===== config.mk =====
export PLATFORM = sky130hd
export DESIGN_NAME = zol_loop_ctrl
export DESIGN_NICKNAME = d
export VERILOG_FILES = /design/src/common/zol_pkg.sv /design/src/hw/zol_end_match.sv /design/src/hw/zol_loop_ctrl.sv
export SDC_FILE = /design/constraint.sdc
export NUM_CORES = 1
export LEC_CHECK = 0
export ABC_CLOCK_PERIOD_IN_PS = 6820
export BUFFER_PORTS_ARGS = -buffer_cell sky130_fd_sc_hd__buf_4
export CAP_MARGIN = 30
export CORE_AREA = 2 2 163 165
export DETAILED_ROUTE_END_ITERATION = 8
export DIE_AREA = 0 0 165 167
export GPL_TIMING_DRIVEN = 0
export PLACE_DENSITY_LB_ADDON = 0.1
export SETUP_SLACK_MARGIN = 0.15
export SLEW_MARGIN = 20
export SYNTH_ARGS = -nofsm -noshare
export SYNTH_HDL_FRONTEND = slang
export SYNTH_SLANG_ARGS = --single-unit

===== constraint.sdc =====
create_clock -name aclk -period 6.82 [get_ports aclk]
set_clock_uncertainty 0.05 [all_clocks]
set_input_delay 1.023 -clock aclk [delete_from_list [all_inputs] [get_ports aclk]]
set_output_delay 1.023 -clock aclk [all_outputs]
set_load 0.05 [all_outputs]

===== src/common/zol_pkg.sv =====
/*
 * Constants for the zero-overhead loop controller: register map, field
 * positions, reset values, retire operation codes and address offsets.
 * Assumes a 32-bit instruction address space with 16-bit aligned code.
 */
package zol_pkg;

	localparam int ADDR_W = 32;
	localparam int DATA_W = 32;
	localparam int COUNT_W = 12;
	localparam int INFO_W = 2;
	localparam int OP_W = 3;
	localparam int DISP_W_DEFAULT = 8;
	localparam int AXI_ADDR_W = 8;

	// Register byte offsets
	localparam logic [AXI_ADDR_W-1:0] OFS_START = 8'h00;
	localparam logic [AXI_ADDR_W-1:0] OFS_END = 8'h04;
	localparam logic [AXI_ADDR_W-1:0] OFS_STATE = 8'h08;
	localparam logic [AXI_ADDR_W-1:0] OFS_STATUS = 8'h0c;

	// State word fields
	localparam int STATE_COUNT_LSB = 0;
	localparam int STATE_INFO_LSB = 12;
	localparam int STATE_DSP_BIT = 14;

	// Status word fields
	localparam int STATUS_EXT_BIT = 0;
	localparam int STATUS_ARMED_BIT = 1;
	localparam int STATUS_MATCH_BIT = 2;

	localparam logic [ADDR_W-1:0] START_RESET = 32'h0000_0000;
	localparam logic [ADDR_W-1:0] END_RESET = 32'h0000_0000;
	localparam logic [COUNT_W-1:0] COUNT_RESET = 12'h000;
	localparam logic [INFO_W-1:0] INFO_RESET = 2'h0;

	// Program counter seen by PC-relative operations: instruction address + 4
	localparam logic [ADDR_W-1:0] PC_REL_OFFSET = 32'h0000_0004;
	localparam int END_MODE_BIT = 0;
	localparam int IMM_W = 8;

	// Retire operation codes
	localparam logic [OP_W-1:0] OP_NONE = 3'h0;
	localparam logic [OP_W-1:0] OP_SET_START = 3'h1;
	localparam logic [OP_W-1:0] OP_SET_END = 3'h2;
	localparam logic [OP_W-1:0] OP_COUNT_IMM = 3'h3;
	localparam logic [OP_W-1:0] OP_COUNT_REG = 3'h4;
	localparam logic [OP_W-1:0] OP_LEGACY_SETUP = 3'h5;

	localparam logic [1:0] RESP_OKAY = 2'h0;
	localparam logic [1:0] RESP_SLVERR = 2'h2;

	typedef enum logic {ZOL_WR_COLLECT, ZOL_WR_RESP} zol_wr_state_t;
	typedef enum logic {ZOL_RD_IDLE, ZOL_RD_DATA} zol_rd_state_t;

endpackage : zol_pkg


===== src/hw/zol_end_match.sv =====
/*
 * Loop-end comparator: flags when the retiring instruction is the loop end and the count is nonzero.
 * Assumes the address and pointers are stable during the retire cycle.
 */
`timescale 1ns/1ps
`default_nettype none

module zol_end_match
	import zol_pkg::*;
(
	input wire logic [ADDR_W-1:0] inst_addr,
	input wire logic [ADDR_W-1:0] end_ptr,
	input wire logic [COUNT_W-1:0] count,
	output logic hit
);

	logic ext_mode;
	logic addr_eq;

	assign ext_mode = end_ptr[END_MODE_BIT];
	// Extended mode ignores the marker bit in the compare
	assign addr_eq = ext_mode ? (inst_addr[ADDR_W-1:1] == end_ptr[ADDR_W-1:1]) : (inst_addr == end_ptr);
	assign hit = addr_eq && (count != COUNT_RESET);

endmodule : zol_end_match

`default_nettype wire


===== src/hw/zol_loop_ctrl.sv =====
/*
 * Zero-overhead loop controller with an AXI4-Lite register port.
 * Assumes the pipeline presents each retiring instruction for one cycle
 * with its address, decoded loop operation and operand, and that it obeys
 * a redirect presented in the following cycle.
 */
// Implementation choices: the register addresses and register access over AXI4-Lite.
`timescale 1ns/1ps
`default_nettype none

module zol_loop_ctrl
	import zol_pkg::*;
#(
	parameter int DISP_W = DISP_W_DEFAULT
)
(
	input wire logic aclk,
	input wire logic aresetn,
	input wire logic ce,
	input wire logic retire_valid,
	input wire logic [ADDR_W-1:0] retire_addr,
	input wire logic [OP_W-1:0] retire_op,
	input wire logic [DISP_W-1:0] retire_disp,
	input wire logic [DATA_W-1:0] retire_operand,
	input wire logic retire_branch_taken,
	output logic redirect_valid,
	output logic [ADDR_W-1:0] redirect_addr,
	output logic [COUNT_W-1:0] iteration_count,
	output logic [INFO_W-1:0] iteration_info_field,
	output logic extended_mode,
	output logic dsp_flag,
	input wire logic [AXI_ADDR_W-1:0] s_axi_awaddr,
	input wire logic s_axi_awvalid,
	output logic s_axi_awready,
	input wire logic [DATA_W-1:0] s_axi_wdata,
	input wire logic [3:0] s_axi_wstrb,
	input wire logic s_axi_wvalid,
	output logic s_axi_wready,
	output logic [1:0] s_axi_bresp,
	output logic s_axi_bvalid,
	input wire logic s_axi_bready,
	input wire logic [AXI_ADDR_W-1:0] s_axi_araddr,
	input wire logic s_axi_arvalid,
	output logic s_axi_arready,
	output logic [DATA_W-1:0] s_axi_rdata,
	output logic [1:0] s_axi_rresp,
	output logic s_axi_rvalid,
	input wire logic s_axi_rready
);

	function automatic logic [DATA_W-1:0] apply_strb(input logic [DATA_W-1:0] old_v,
		input logic [DATA_W-1:0] new_v, input logic [3:0] strb);
		logic [DATA_W-1:0] res;
		res = old_v;
		for (int b = 0; b < 4; b++) begin
			if (strb[b]) begin
				res[b*8 +: 8] = new_v[b*8 +: 8];
			end
		end
		return res;
	endfunction : apply_strb

	function automatic logic [INFO_W-1:0] info_of(input logic [COUNT_W-1:0] cnt);
		// Saturated small count: 0, 1, 2, or 3 for three and above
		if (cnt >= 12'h003) begin
			return 2'h3;
		end
		return cnt[INFO_W-1:0];
	endfunction : info_of

	function automatic logic reg_mapped(input logic [AXI_ADDR_W-1:0] a);
		return (a == OFS_START) || (a == OFS_END) || (a == OFS_STATE) || (a == OFS_STATUS);
	endfunction : reg_mapped

	// Loop state
	logic [ADDR_W-1:0] start_reg, start_next;
	logic [ADDR_W-1:0] end_reg, end_next;
	logic [COUNT_W-1:0] count_reg, count_next;
	logic [INFO_W-1:0] info_reg, info_next;
	logic dsp_reg, dsp_next;
	logic redir_reg, redir_next;
	logic [ADDR_W-1:0] redir_addr_reg, redir_addr_next;
	logic match_reg, match_next;

	// Write channel state
	zol_wr_state_t wr_state_reg, wr_state_next;
	logic aw_got_reg, aw_got_next;
	logic w_got_reg, w_got_next;
	logic [AXI_ADDR_W-1:0] waddr_reg, waddr_next;
	logic [DATA_W-1:0] wdata_reg, wdata_next;
	logic [3:0] wstrb_reg, wstrb_next;
	logic [1:0] bresp_reg, bresp_next;

	// Read channel state
	zol_rd_state_t rd_state_reg, rd_state_next;
	logic [DATA_W-1:0] rdata_reg, rdata_next;
	logic [1:0] rresp_reg, rresp_next;

	logic end_hit;
	logic sw_write;
	logic [ADDR_W-1:0] pc_rel;
	logic [ADDR_W-1:0] disp_x2;
	logic [DATA_W-1:0] state_word;
	logic [DATA_W-1:0] status_word;
	logic [DATA_W-1:0] state_wr;

	zol_end_match u_match (
		.inst_addr(retire_addr),
		.end_ptr(end_reg),
		.count(count_reg),
		.hit(end_hit)
	);

	assign pc_rel = retire_addr + PC_REL_OFFSET;
	assign disp_x2 = {{(ADDR_W-DISP_W-1){retire_disp[DISP_W-1]}}, retire_disp, 1'b0};
	assign sw_write = (wr_state_reg == ZOL_WR_COLLECT) && aw_got_reg && w_got_reg;

	always_comb begin
		state_word = '0;
		state_word[STATE_COUNT_LSB +: COUNT_W] = count_reg;
		state_word[STATE_INFO_LSB +: INFO_W] = info_reg;
		state_word[STATE_DSP_BIT] = dsp_reg;
		status_word = '0;
		status_word[STATUS_EXT_BIT] = end_reg[END_MODE_BIT];
		status_word[STATUS_ARMED_BIT] = (count_reg != COUNT_RESET);
		status_word[STATUS_MATCH_BIT] = match_reg;
	end

	// Loop state next values; pipeline effects override a same-cycle software write
	always_comb begin
		start_next = start_reg;
		end_next = end_reg;
		count_next = count_reg;
		info_next = info_reg;
		dsp_next = dsp_reg;
		redir_next = 1'b0;
		redir_addr_next = redir_addr_reg;
		match_next = match_reg;
		state_wr = state_word;
		if (sw_write && waddr_reg == OFS_START) begin
			start_next = apply_strb(start_reg, wdata_reg, wstrb_reg);
		end else if (sw_write && waddr_reg == OFS_END) begin
			end_next = apply_strb(end_reg, wdata_reg, wstrb_reg);
		end else if (sw_write && waddr_reg == OFS_STATE) begin
			state_wr = apply_strb(state_word, wdata_reg, wstrb_reg);
		end
		if (sw_write && waddr_reg == OFS_STATE) begin
			count_next = state_wr[STATE_COUNT_LSB +: COUNT_W];
			info_next = state_wr[STATE_INFO_LSB +: INFO_W];
			dsp_next = state_wr[STATE_DSP_BIT];
		end
		if (retire_valid) begin
			match_next = end_hit;
			if (end_hit) begin
				// Recognised as the loop end retires, whatever path led here
				count_next = count_reg - 12'h001;
				info_next = info_of(count_reg - 12'h001);
				if (count_reg >= 12'h002 && !retire_branch_taken) begin
					redir_next = 1'b1;
					redir_addr_next = start_reg;
				end
			end
			case (retire_op)
				OP_SET_START: begin
					start_next = disp_x2 + pc_rel;
				end
				OP_SET_END: begin
					// Keep the mode marker while the pointer moves
					end_next = {disp_x2[ADDR_W-1:1] + pc_rel[ADDR_W-1:1], end_reg[END_MODE_BIT]};
				end
				OP_COUNT_IMM: begin
					count_next = {{(COUNT_W-IMM_W){1'b0}}, retire_operand[IMM_W-1:0]};
					info_next = info_of({{(COUNT_W-IMM_W){1'b0}}, retire_operand[IMM_W-1:0]});
					end_next[END_MODE_BIT] = 1'b1;
				end
				OP_COUNT_REG: begin
					count_next = retire_operand[COUNT_W-1:0];
					info_next = info_of(retire_operand[COUNT_W-1:0]);
					end_next[END_MODE_BIT] = 1'b1;
				end
				OP_LEGACY_SETUP: begin
					count_next = retire_operand[COUNT_W-1:0];
					info_next = info_of(retire_operand[COUNT_W-1:0]);
					end_next[END_MODE_BIT] = 1'b0;
				end
				default: begin
				end
			endcase
		end
	end

	always_ff @(posedge aclk) begin
		if (!aresetn) begin
			start_reg <= START_RESET;
			end_reg <= END_RESET;
			count_reg <= COUNT_RESET;
			info_reg <= INFO_RESET;
			dsp_reg <= 1'b0;
			redir_reg <= 1'b0;
			redir_addr_reg <= START_RESET;
			match_reg <= 1'b0;
		end else if (ce) begin
			start_reg <= start_next;
			end_reg <= end_next;
			count_reg <= count_next;
			info_reg <= info_next;
			dsp_reg <= dsp_next;
			redir_reg <= redir_next;
			redir_addr_reg <= redir_addr_next;
			match_reg <= match_next;
		end
	end

	// Write channel: address and data taken in either order
	always_comb begin
		wr_state_next = wr_state_reg;
		aw_got_next = aw_got_reg;
		w_got_next = w_got_reg;
		waddr_next = waddr_reg;
		wdata_next = wdata_reg;
		wstrb_next = wstrb_reg;
		bresp_next = bresp_reg;
		case (wr_state_reg)
			ZOL_WR_COLLECT: begin
				if (s_axi_awvalid && !aw_got_reg) begin
					aw_got_next = 1'b1;
					waddr_next = {s_axi_awaddr[AXI_ADDR_W-1:2], 2'b00};
				end
				if (s_axi_wvalid && !w_got_reg) begin
					w_got_next = 1'b1;
					wdata_next = s_axi_wdata;
					wstrb_next = s_axi_wstrb;
				end
				if (sw_write) begin
					aw_got_next = 1'b0;
					w_got_next = 1'b0;
					bresp_next = (reg_mapped(waddr_reg) && waddr_reg != OFS_STATUS) ? RESP_OKAY : RESP_SLVERR;
					wr_state_next = ZOL_WR_RESP;
				end
			end
			ZOL_WR_RESP: begin
				if (s_axi_bready) begin
					wr_state_next = ZOL_WR_COLLECT;
				end
			end
			default: begin
				wr_state_next = ZOL_WR_COLLECT;
			end
		endcase
	end

	always_ff @(posedge aclk) begin
		if (!aresetn) begin
			wr_state_reg <= ZOL_WR_COLLECT;
			aw_got_reg <= 1'b0;
			w_got_reg <= 1'b0;
			waddr_reg <= '0;
			wdata_reg <= '0;
			wstrb_reg <= '0;
			bresp_reg <= RESP_OKAY;
		end else if (ce) begin
			wr_state_reg <= wr_state_next;
			aw_got_reg <= aw_got_next;
			w_got_reg <= w_got_next;
			waddr_reg <= waddr_next;
			wdata_reg <= wdata_next;
			wstrb_reg <= wstrb_next;
			bresp_reg <= bresp_next;
		end
	end

	// Read channel
	always_comb begin
		rd_state_next = rd_state_reg;
		rdata_next = rdata_reg;
		rresp_next = rresp_reg;
		case (rd_state_reg)
			ZOL_RD_IDLE: begin
				if (s_axi_arvalid) begin
					rd_state_next = ZOL_RD_DATA;
					rresp_next = RESP_OKAY;
					if (s_axi_araddr[AXI_ADDR_W-1:2] == OFS_START[AXI_ADDR_W-1:2]) begin
						rdata_next = start_reg;
					end else if (s_axi_araddr[AXI_ADDR_W-1:2] == OFS_END[AXI_ADDR_W-1:2]) begin
						rdata_next = end_reg;
					end else if (s_axi_araddr[AXI_ADDR_W-1:2] == OFS_STATE[AXI_ADDR_W-1:2]) begin
						rdata_next = state_word;
					end else if (s_axi_araddr[AXI_ADDR_W-1:2] == OFS_STATUS[AXI_ADDR_W-1:2]) begin
						rdata_next = status_word;
					end else begin
						rdata_next = '0;
						rresp_next = RESP_SLVERR;
					end
				end
			end
			ZOL_RD_DATA: begin
				if (s_axi_rready) begin
					rd_state_next = ZOL_RD_IDLE;
				end
			end
			default: begin
				rd_state_next = ZOL_RD_IDLE;
			end
		endcase
	end

	always_ff @(posedge aclk) begin
		if (!aresetn) begin
			rd_state_reg <= ZOL_RD_IDLE;
			rdata_reg <= '0;
			rresp_reg <= RESP_OKAY;
		end else if (ce) begin
			rd_state_reg <= rd_state_next;
			rdata_reg <= rdata_next;
			rresp_reg <= rresp_next;
		end
	end

	assign s_axi_awready = ce && (wr_state_reg == ZOL_WR_COLLECT) && !aw_got_reg;
	assign s_axi_wready = ce && (wr_state_reg == ZOL_WR_COLLECT) && !w_got_reg;
	assign s_axi_bvalid = (wr_state_reg == ZOL_WR_RESP);
	assign s_axi_bresp = bresp_reg;
	assign s_axi_arready = ce && (rd_state_reg == ZOL_RD_IDLE);
	assign s_axi_rvalid = (rd_state_reg == ZOL_RD_DATA);
	assign s_axi_rdata = rdata_reg;
	assign s_axi_rresp = rresp_reg;

	assign redirect_valid = redir_reg;
	assign redirect_addr = redir_addr_reg;
	assign iteration_count = count_reg;
	assign iteration_info_field = info_reg;
	assign extended_mode = end_reg[END_MODE_BIT];
	assign dsp_flag = dsp_reg;

endmodule : zol_loop_ctrl

`default_nettype wire


==> out/qor.txt, run 1 <==
Max Slew Vio Count: 0
Buffer levels on the longest clock path: 2
Max IR drop VDD: 0.139 mV
Share of layout cells above drive strength 1: 0.158
WP data arrival: 5.10 ns
Worst setup SP type: input port
Post-synthesis compound-gate area fraction: 0.235
Pwr dens: 212 nW/µm²
Warnings from Yosys: 0
CTS tree: yes
Clock root buffer master: clkbuf_16
Drt wl/cell: 22.1 µm
Mux share of post-synthesis cell area: 0.0555
XOR/XNOR Fraction of Synth Area: 0.0708
Switching power: 1000 µW
Sw frac: 0.344
Dominant cells by area after synthesis: dfxtp_1 (35%), a21oi_1 (5.8%), nand2_1 (5.7%), xnor2_1 (5.4%), nor2_1 (5.2%)
Fillers: 2556
Yosys cell types: 75
Combinational share of power: 0.206
Via density: 5.90
Maximum clock frequency: 206 MHz
Initial DRT Pass Iterations: 7
Synth Area in Simple Gates: 0.206
Setup violators final: 0
Unrepaired setup endpoints after global routing: no
Post-Synthesis Cells: 1398
Initial drt markers: 1254
Worst min path class: reg2reg
H-Tree Depth: 4
Net count, final: 1792
I/O pin count: 227
Leakage: 5.62 nW
Tot Pwr: 2.90 mW
Leading area contributor after synthesis: dfxtp_1
Routability cong.: 1.01
Top FF cell, synth: dfxtp_1
Total congestion overflow: 0
Worst path required time: 7.06 ns
Post-synth EDFFs: 0
Die span in y: 167 µm
Worst slew pin tran: 0.948 ns
Final Critical Period: 4.86 ns
Initial antenna violation count: 0
Clock Latency Late Sink: 0.45 ns
Register bit total from synthesis: 193
Final wirelength: 43.3 mm
Syn Area/Cell: 7.97 µm²
Layout area overhead: 22.9%
Diode count: 0
Setup TNS: 0 ns
Max incr delay on CP: 0.36 ns
Post-synthesis adder-cell area fraction: 0.0467
Port buffer count: 195
Initial Util: 0.432
Synth top cells by count: dfxtp_1 (193), nand2_1 (168), nor2_1 (155)
Core Footprint: 25800 µm²
Overall Global Routing Usage: 0.309
Final hold violation count: 0
Max FO, Critical Path: 8
Clk sink count: 193
HPWL Detailed: 34.6 mm
Fin crit share: 0.712
Main combinational cell family by area after synthesis: compound AO/OA/AOI/OAI gates
Die Wd: 165 µm
Number of vias in the routed layout: 11581
Post-synth ARST share: 0
Critical Path End Type: flop
Hold_buf cts: 0
DRT antenna net count: 0
Postcts setup bufs: 0
Fin util: 0.531
Worst Path Class, Setup: in2reg
First-pass GRT wire length: 64.5 mm
Max-Cap Viols: 0
Row cnt: 59
Vias in the first global route: 10607
Post-Syn Area: 11100 µm²
Worst-path clk slew: 0.08 ns
Cell mode on critical path: and4_1
Part of the power in the clock network: 0.380
Status: finished clean
Top cell type's share of synthesized area: 0.347
Post-CTS sizing: 0
CP cell instances: buf_4, and4_1, and4_1, nor2b_1, and3_1, nand3_1, xnor2_1, ha_1, clkbuf_1, and4_1, clkbuf_1, a41oi_1, o21ai_0, a31oi_4, o21ai_2, o21ai_2, nor2b_1, xor2_1, o22ai_1
Die area: 27600 µm²
Share of power burned in registers: 0.414
CTS buffer count: 17
Relative slew slack: 0.367
DRC: 0
Seq/Total Area, Yosys: 0.347
Internal power: 1.90 mW
Largest net degree at the start of global routing: 30
CP max stage cell: nor2b_1
Most frequent cell after synthesis: dfxtp_1
## cell type report
class	instances	area [µm²]	area share
buffer	91	360	0.0263
clock buffer	17	425	0.0311
clock inverter	15	226	0.0165
inverter	21	78.8	0.00576
multi-input combinational	1094	6850	0.500
sequential	193	3860	0.282
tap	335	419	0.0306
timing repair buffer	196	1470	0.107
## cells in the final DEF, fill, tap and decap left out, types with 7 or more instances in the layout
cell and count:
and2_1 12, xnor2_1 69, clkbuf_16 17, nor2_1 155
or3_1 9, a21o_1 23, nand4_1 24, o22ai_1 21
mux2i_1 55, xor2_1 21, dfxtp_1 193, buf_2 10
nor2b_1 10, a211oi_1 9, a31oi_1 13, nand3_1 35
a21oi_1 129, inv_1 19, nand2_1 168, o21a_1 7
o21ai_1 23, buf_4 197, a222oi_1 15, o221ai_1 18
a22oi_1 28, nor3_1 45, o21ai_0 56, a221oi_1 20
clkbuf_1 74, ha_1 40
## worst paths after layout
check,start,slack (ns),cells after the start,to
max,retire_addr[5],1.96,19,end_reg[27]$_SDFFE_PN0P_
min reg2reg,wdata_reg[16]$_SDFFE_PN0P_,0.43,2,wdata_reg[16]$_SDFFE_PN0P_
min,wdata_reg[16]$_SDFFE_PN0P_,0.43,2,wdata_reg[16]$_SDFFE_PN0P_
max reg2reg,end_reg[27]$_SDFFE_PN0P_,3.22,10,iteration_count[8]$_SDFFE_PN0P_
## worst max-delay path, delay by kind of cell
family | cells | cell delay [ns]
compound gates | 6 | 1.10
simple gates | 7 | 1.73
buf+inv | 3 | 0.49
xor+xnor | 2 | 0.46
fa+ha+maj | 1 | 0.27
## stage by stage
stage	hold slack (ns)	worst slack, ns	instance area, µm²	cells
after floorplan	0.394	2.33	11100	1399
after global placement	0.414	1.60	13000	1929
after detailed placement	0.417	1.57	13000	1930
final	0.433	1.96	13700	1962
after CTS	0.429	2.02	13700	1962
after global routing	0.457	1.68	13700	1962
## power by group through the flow
stage	registers, mW	clock network [mW]	logic (mW)
after floorplan	1.25	0	0.335
after global placement	1.23	0	0.582
after detailed placement	1.23	0	0.584
after CTS	1.20	1.11	0.586
after global routing	1.20	1.15	0.643
final	1.20	1.10	0.597
## routing by layer
layer,wire (µm),global-route usage
met5,0,0
met4,1180,0.0960
met3,3620,0.0476
met2,18000,0.445
met1,20500,0.470
## kinds of logic after synthesis
logic type               Yosys count
AND/OR/NAND/NOR                  499
adder cells (fa/ha/maj)           41
flip-flops                       193
AO/OA/AOI/OAI                    403
multiplexers                      59
buffers and inverters            112
XOR/XNOR                          90
other                              1
Power figures use the tool's default switching activity.
==> run 2: changes to the inputs <==
--- a/config.mk
+++ b/config.mk
@@ -5,12 +5,13 @@
 export SDC_FILE = /design/constraint.sdc
 export NUM_CORES = 1
 export LEC_CHECK = 0
-export ABC_CLOCK_PERIOD_IN_PS = 6820
+export ABC_AREA = 1
+export ABC_CLOCK_PERIOD_IN_PS = 5000
 export BUFFER_PORTS_ARGS = -buffer_cell sky130_fd_sc_hd__buf_4
 export CAP_MARGIN = 30
-export CORE_AREA = 2 2 163 165
+export CORE_AREA = 2 2 174 176
 export DETAILED_ROUTE_END_ITERATION = 8
-export DIE_AREA = 0 0 165 167
+export DIE_AREA = 0 0 176 178
 export GPL_TIMING_DRIVEN = 0
 export PLACE_DENSITY_LB_ADDON = 0.1
 export SETUP_SLACK_MARGIN = 0.15
==> constraint.sdc (replaced) <==
create_clock -name aclk -period 5 [get_ports aclk]
set_clock_uncertainty 0.05 [all_clocks]
set_input_delay 0.75 -clock aclk [delete_from_list [all_inputs] [get_ports aclk]]
set_output_delay 0.75 -clock aclk [all_outputs]
set_load 0.05 [all_outputs]
==> run 2 against run 1 <==
  * Register-to-register slack worse by 0.90 ns
  * Setup slack lost 0.95 ns
  * Global-route usage rose by 3.6 points
  * Via count rose by 25%
  * Critical path type unchanged
  * Critical endpoint is now start_reg[31]$_SDFFE_PN0P_
  * Largest cell class unchanged
==> out/qor.txt, run 2 <==
Status: finished clean
Post-Syn Area: 12800 µm²
Hold depth: 2
Commonest cells after routing, fill and taps aside: nand2_1 (495), nor2_1 (246), inv_1 (244)
Share of layout cells above drive strength 1: 0.143
Relative slew slack: 0.325
CTS tree: yes
Yosys cell types: 48
Total congestion overflow: 0
Max IR drop VDD: 0.211 mV
Setup violators final: 0
R2R depth: 14
Initial Util: 0.435
Most frequent cell after synthesis: nand2_1
Top cell type's share of synthesized area: 0.302
Die span in y: 178 µm
Seq/Total Area, Yosys: 0.302
Final wirelength: 54.4 mm
Synth top cells by count: nand2_1 (495), nor2_1 (246), inv_1 (244)
DRC: 0
Hold path endpoint: redirect_addr[0]$_SDFFE_PN0P_
Top FF cell, synth: dfxtp_1
Worst min path class: reg2reg
Final Critical Period: 3.99 ns
WP data arrival: 4.26 ns
Die Wd: 176 µm
Clock root buffer master: clkbuf_16
Warnings from Yosys: 0
Clock Latency Late Sink: 0.45 ns
Layout area overhead: 20.6%
Overall Global Routing Usage: 0.345
Row cnt: 63
Max Slew Vio Count: 0
Buffer levels on the longest clock path: 2
Max FO, Critical Path: 6
Maximum clock frequency: 250 MHz
Leading area contributor after synthesis: dfxtp_1
Largest net degree at the start of global routing: 30
DRT antenna net count: 0
Leakage: 6.85 nW
Hold_buf cts: 0
Number of vias in the routed layout: 14476
Min-Delay Startpoint: redirect_addr[0]$_SDFFE_PN0P_
Post-synth EDFFs: 0
Postcts setup bufs: 0
Post-CTS sizing: 0
Cell area after layout: 15400 µm²
Critical Path End Type: flop
R2R Path Start: end_reg[4]$_SDFFE_PN0P_
FF-to-FF setup slack: 2.32 ns
Unrepaired setup endpoints after global routing: no
Commonest non-fill, non-tap cell in the layout: nand2_1
Routability cong.: 1.03
RR Endpoint: iteration_info_field[0]$_SDFFE_PN0P_
Clk sink count: 193
Post-synth ARST share: 0
Port buffer count: 200
Tot Pwr: 4.10 mW
Syn Area/Cell: 6.33 µm²
Setup TNS: 0 ns
Initial DRT Pass Iterations: 5
First-pass GRT wire length: 80.3 mm
Die area: 31300 µm²
Max-Cap Viols: 0
Pwr dens: 266 nW/µm²
Initial drt markers: 1596
Register bit total from synthesis: 193
Dominant cells by area after synthesis: dfxtp_1 (30%), nand2_1 (15%), nor2_1 (7.2%), inv_1 (7.2%), a21oi_1 (6.7%)
Dpl cell area: 14800 µm²
Vias in the first global route: 13027
Post-Synthesis Cells: 2017
Final hold violation count: 0
Fin util: 0.524
CTS buffer count: 17
Initial antenna violation count: 0
I/O pin count: 227
Via density: 5.48
Drt wl/cell: 20.6 µm
Worst-path clk slew: 0.08 ns
Worst Path Class, Setup: in2reg
Worst setup SP type: input port
Diode count: 0
Worst path required time: 5.27 ns
H-Tree Depth: 4
HPWL Detailed: 45.2 mm
Net count, final: 2417
Worst slew pin tran: 1.01 ns
Fin crit share: 0.798
Core Footprint: 29400 µm²
## run 2: changes by cell type after synthesis, sizes merged, moves of 40 or more
cell,before,now
o21ai,81,169
nor2,155,256
a21oi,131,171
nand3,35,102
inv,20,267
xnor2,69,16
nand2,168,495
mux2i,55,2
## run 2: how the worst max path moves through the flow
stage                     cells after the start            start  slack [ns]                    endpoint
after floorplan                              20   retire_addr[2]        1.71  start_reg[31]$_SDFFE_PN0P_
after global placement                       21   retire_addr[2]        0.68  start_reg[31]$_SDFFE_PN0P_
after detailed placement                     21   retire_addr[2]        0.67  start_reg[31]$_SDFFE_PN0P_
after CTS                                    21   retire_addr[2]        1.12  start_reg[31]$_SDFFE_PN0P_
after global routing                         19  retire_addr[17]        0.73  start_reg[25]$_SDFFE_PN0P_
final                                        21   retire_addr[2]        1.01  start_reg[31]$_SDFFE_PN0P_
## run 2: final cells by class
class | instances | area, µm²
repair buffers | 202 | 1520
inverters | 271 | 1020
clock buffers | 18 | 429
clock inverters | 14 | 190
fillers | 3088 | 14000
flip-flops and latches | 193 | 3860
multi-input cells | 1474 | 7550
plain buffers | 80 | 349
well taps | 390 | 488
## run 2: worst max-delay path, cell delays in order
cell and delay [ns]:
buf_4 0.12, ha_1 0.20, nand2_1 0.07, nor2_1 0.32, nand4_1 0.24, nor2_1 0.24, nand2_1 0.17, nor2_1 0.20
xor2_1 0.25, inv_1 0.08, ha_1 0.36, a21oi_1 0.22, o21ai_0 0.16, a21oi_1 0.13, o21ai_0 0.12, nor2_1 0.19
nand2_1 0.07, nand2_1 0.08, nand3_1 0.13, nand2_1 0.11, a21oi_1 0.06
## run 2: layer usage
layer,vias up,share of wire,track usage
met3,80,0.086,0.0475
met4,0,0.028,0.108
met1,6678,0.46,0.506
li1,7062,-,-
met2,656,0.43,0.523
met5,-,0,0
## run 2: cells by family after synthesis
| group | count (synthesis) | share of synthesized area |
|---|---|---|
| xor gates and xnor gates | 46 | 0.0315 |
| AOI/OAI and AO/OA | 472 | 0.223 |
| buffers and inverters | 351 | 0.107 |
| adders and majority gates | 41 | 0.0407 |
| DFF | 193 | 0.302 |
| muxes | 2 | 0.00157 |
| and+or+nand+nor | 911 | 0.294 |
| other | 1 | 0.000294 |
## run 2: stage by stage
step	std cells	worst slack [ns]	hold WS, ns
global placement	2608	0.679	0.405
finish	2642	1.01	0.414
floorplan	2018	1.71	0.387
CTS	2641	1.12	0.416
detailed placement	2609	0.670	0.405
global route	2642	0.727	0.432
## run 2: report_power, final
group          internal, mW  leakage (nW)  switching [mW]
clock network         0.727         0.301           0.721
logic                 0.306          4.98           0.669
registers              1.60          1.57          0.0764
total                  2.63          6.85            1.47
==> run 3: changes to the inputs <==
--- a/config.mk
+++ b/config.mk
@@ -6,7 +6,7 @@
 export NUM_CORES = 1
 export LEC_CHECK = 0
 export ABC_AREA = 1
-export ABC_CLOCK_PERIOD_IN_PS = 5000
+export ABC_CLOCK_PERIOD_IN_PS = 3300
 export BUFFER_PORTS_ARGS = -buffer_cell sky130_fd_sc_hd__buf_4
 export CAP_MARGIN = 30
 export CORE_AREA = 2 2 174 176
==> constraint.sdc (replaced) <==
create_clock -name aclk -period 3.3 [get_ports aclk]
set_clock_uncertainty 0.05 [all_clocks]
set_input_delay 0.495 -clock aclk [delete_from_list [all_inputs] [get_ports aclk]]
set_output_delay 0.495 -clock aclk [all_outputs]
set_load 0.05 [all_outputs]
==> run 3 against run 2 <==
  * Non-clock buffer count rose by 17
  * Hold slack got worse by 0.18 ns
  * Global-route usage rose by 0.12 points
  * Cell area rose by 4.9%
  * First-iteration DRC count rose by 0.63%
  * Clock-buffer cell count did not move
  * Setup slack got worse by 0.81 ns
  * Die area did not move
  * Critical endpoint is now start_reg[24]$_SDFFE_PN0P_
  * Largest cell class unchanged
==> out/qor.txt, run 3 (same netlist as run 2, synthesis figures left out) <==
H-Tree Depth: 4
Final Hold Slack: 0.234 ns
R2R depth: 14
Row cnt: 63
Footprint of the multi-input gates: 8170 µm²
Pwr dens: 392 nW/µm²
Commonest non-fill, non-tap cell in the layout: nand2_1
Worst path required time: 3.57 ns
Hold depth: 3
Via density: 5.54
Port buffer count: 200
Max-Cap Viols: 0
DRT antenna net count: 0
Initial Util: 0.435
DRC: 0
Final Critical Period: 3.11 ns
HPWL Detailed: 45.2 mm
Die Wd: 176 µm
Die span in y: 178 µm
Max IR drop VDD: 0.323 mV
Share of layout cells above drive strength 1: 0.199
Status: finished clean
FF-to-FF setup slack: 0.64 ns
Largest net degree at the start of global routing: 30
WP data arrival: 3.38 ns
Hold_buf cts: 0
Relative slew slack: 0.352
Final wirelength: 54.8 mm
Inst Count DP: 2609
Fin crit share: 0.941
Sequential cell area: 3860 µm²
Die area: 31300 µm²
Worst slew pin tran: 0.972 ns
Number of vias in the routed layout: 14718
Clock Latency Late Sink: 0.46 ns
Layout area overhead: 26.5%
Commonest cells after routing, fill and taps aside: nand2_1 (473), inv_1 (239), nor2_1 (228)
Net count, final: 2434
Worst Path Class, Setup: in2reg
Leakage: 7.05 nW
Internal power: 4.04 mW
Worst min path class: in2reg
Maximum clock frequency: 322 MHz
Diode count: 0
Combinational share of power: 0.252
CTS buffer count: 17
Hold path endpoint: wdata_reg[1]$_SDFFE_PN0P_
Final hold violation count: 0
Clock root buffer master: clkbuf_16
Initial antenna violation count: 0
Unrepaired setup endpoints after global routing: yes
Core Footprint: 29400 µm²
CTS tree: yes
Initial drt markers: 1606
Fillers: 3055
RR Endpoint: iteration_info_field[0]$_SDFFE_PN0P_
Vias in the first global route: 13122
R2R Path Start: end_reg[4]$_SDFFE_PN0P_
Setup violators final: 0
Clk sink count: 193
Worst setup SP type: input port
Critical Path End Type: flop
Initial DRT Pass Iterations: 5
Share of power burned in registers: 0.400
Buffer levels on the longest clock path: 2
Overall Global Routing Usage: 0.347
Part of the power in the clock network: 0.348
Switching power: 2.30 mW
Setup TNS: 0 ns
Final cell count without fillers: 2659
Max FO, Critical Path: 5
Max Slew Vio Count: 0
Min-Delay Startpoint: s_axi_wdata[1]
Sw frac: 0.363
Routability cong.: 1.03
Drt wl/cell: 20.6 µm
Fin util: 0.549
Total congestion overflow: 0
First-pass GRT wire length: 80.7 mm
Tot Pwr: 6.33 mW
I/O pin count: 227
Worst-path clk slew: 0.08 ns
[run 3: cell types whose count changed in the layout (fill, tap and decap cells not counted), moves of 10 or more]
cell,previous run,this run
nor2_2,9,19
a21oi_2,0,15
ha_1,40,28
nand3_2,2,19
nand2_1,495,473
buf_4,204,220
nor3_1,19,9
nand3_1,100,82
nand2_2,0,19
nor2_1,246,228
a21oi_1,171,155
[run 3: critical path, stage by stage]
cell     delay [ns]
buf_4          0.14
nand4_1        0.15
nor2_2         0.17
nand3_2        0.13
nor2_4         0.16
inv_2          0.09
nor4_4         0.20
xor2_1         0.19
inv_1          0.06
ha_2           0.38
nand2_2        0.12
nor3_4         0.27
nand3_2        0.17
nand3_1        0.12
nand2_1        0.13
nand2_1        0.09
nand2_1        0.10
nand3_1        0.14
a21oi_1        0.07
[run 3: worst max-delay path by stage]
stage / start / endpoint / slack, ns / cells after the start
after CTS: retire_addr[2] / start_reg[27]$_SDFFE_PN0P_ / 0.12 / 19
final: retire_addr[2] / start_reg[24]$_SDFFE_PN0P_ / 0.19 / 19
after global routing: retire_addr[2] / start_reg[29]$_SDFFE_PN0P_ / 0.07 / 21
after floorplan: retire_addr[2] / start_reg[31]$_SDFFE_PN0P_ / 0.26 / 20
after detailed placement: retire_addr[2] / start_reg[31]$_SDFFE_PN0P_ / -0.77 / 21
after global placement: retire_addr[2] / start_reg[31]$_SDFFE_PN0P_ / -0.77 / 21
[run 3: layer usage]
| metal | vias to the layer above | share of wire | GRT usage |
|---|---|---|---|
| met5 | - | 0 | 0 |
| met4 | 0 | 0.032 | 0.115 |
| met3 | 96 | 0.087 | 0.0497 |
| met2 | 709 | 0.43 | 0.522 |
| met1 | 6804 | 0.45 | 0.506 |
| li1 | 7109 | - | - |
[run 3: per-stage QoR]
stage	area [µm²]	setup WS, ns
after CTS	15600	0.119
after global routing	16200	0.0739
after floorplan	12800	0.263
after global placement	14800	-0.766
final	16200	0.195
after detailed placement	14800	-0.775
[run 3: cell type report]
cell class | count | area share
multi-input cells | 1474 | 0.506
flip-flops and latches | 193 | 0.239
repair buffers | 219 | 0.102
inverters | 271 | 0.0630
well taps | 390 | 0.0302
clock buffers | 18 | 0.0266
plain buffers | 80 | 0.0216
clock inverters | 14 | 0.0118
[run 3: power by group through the flow]
stage                     combinational (mW)  sequential, mW  clock (mW)
final                                   1.60            2.54        2.20
after detailed placement                1.44            2.58           0
after global placement                  1.44            2.58           0
after CTS                               1.47            2.53        2.20
after floorplan                        0.781            2.66           0
after global routing                    1.72            2.54        2.31
[run 3: what timing repair did]
action / in CTS / in global routing
buffers inserted: 8 / 9
resized for setup: 36 / 112
pin swaps: 12 / 40
endpoints found under the setup margin: 22 / 28
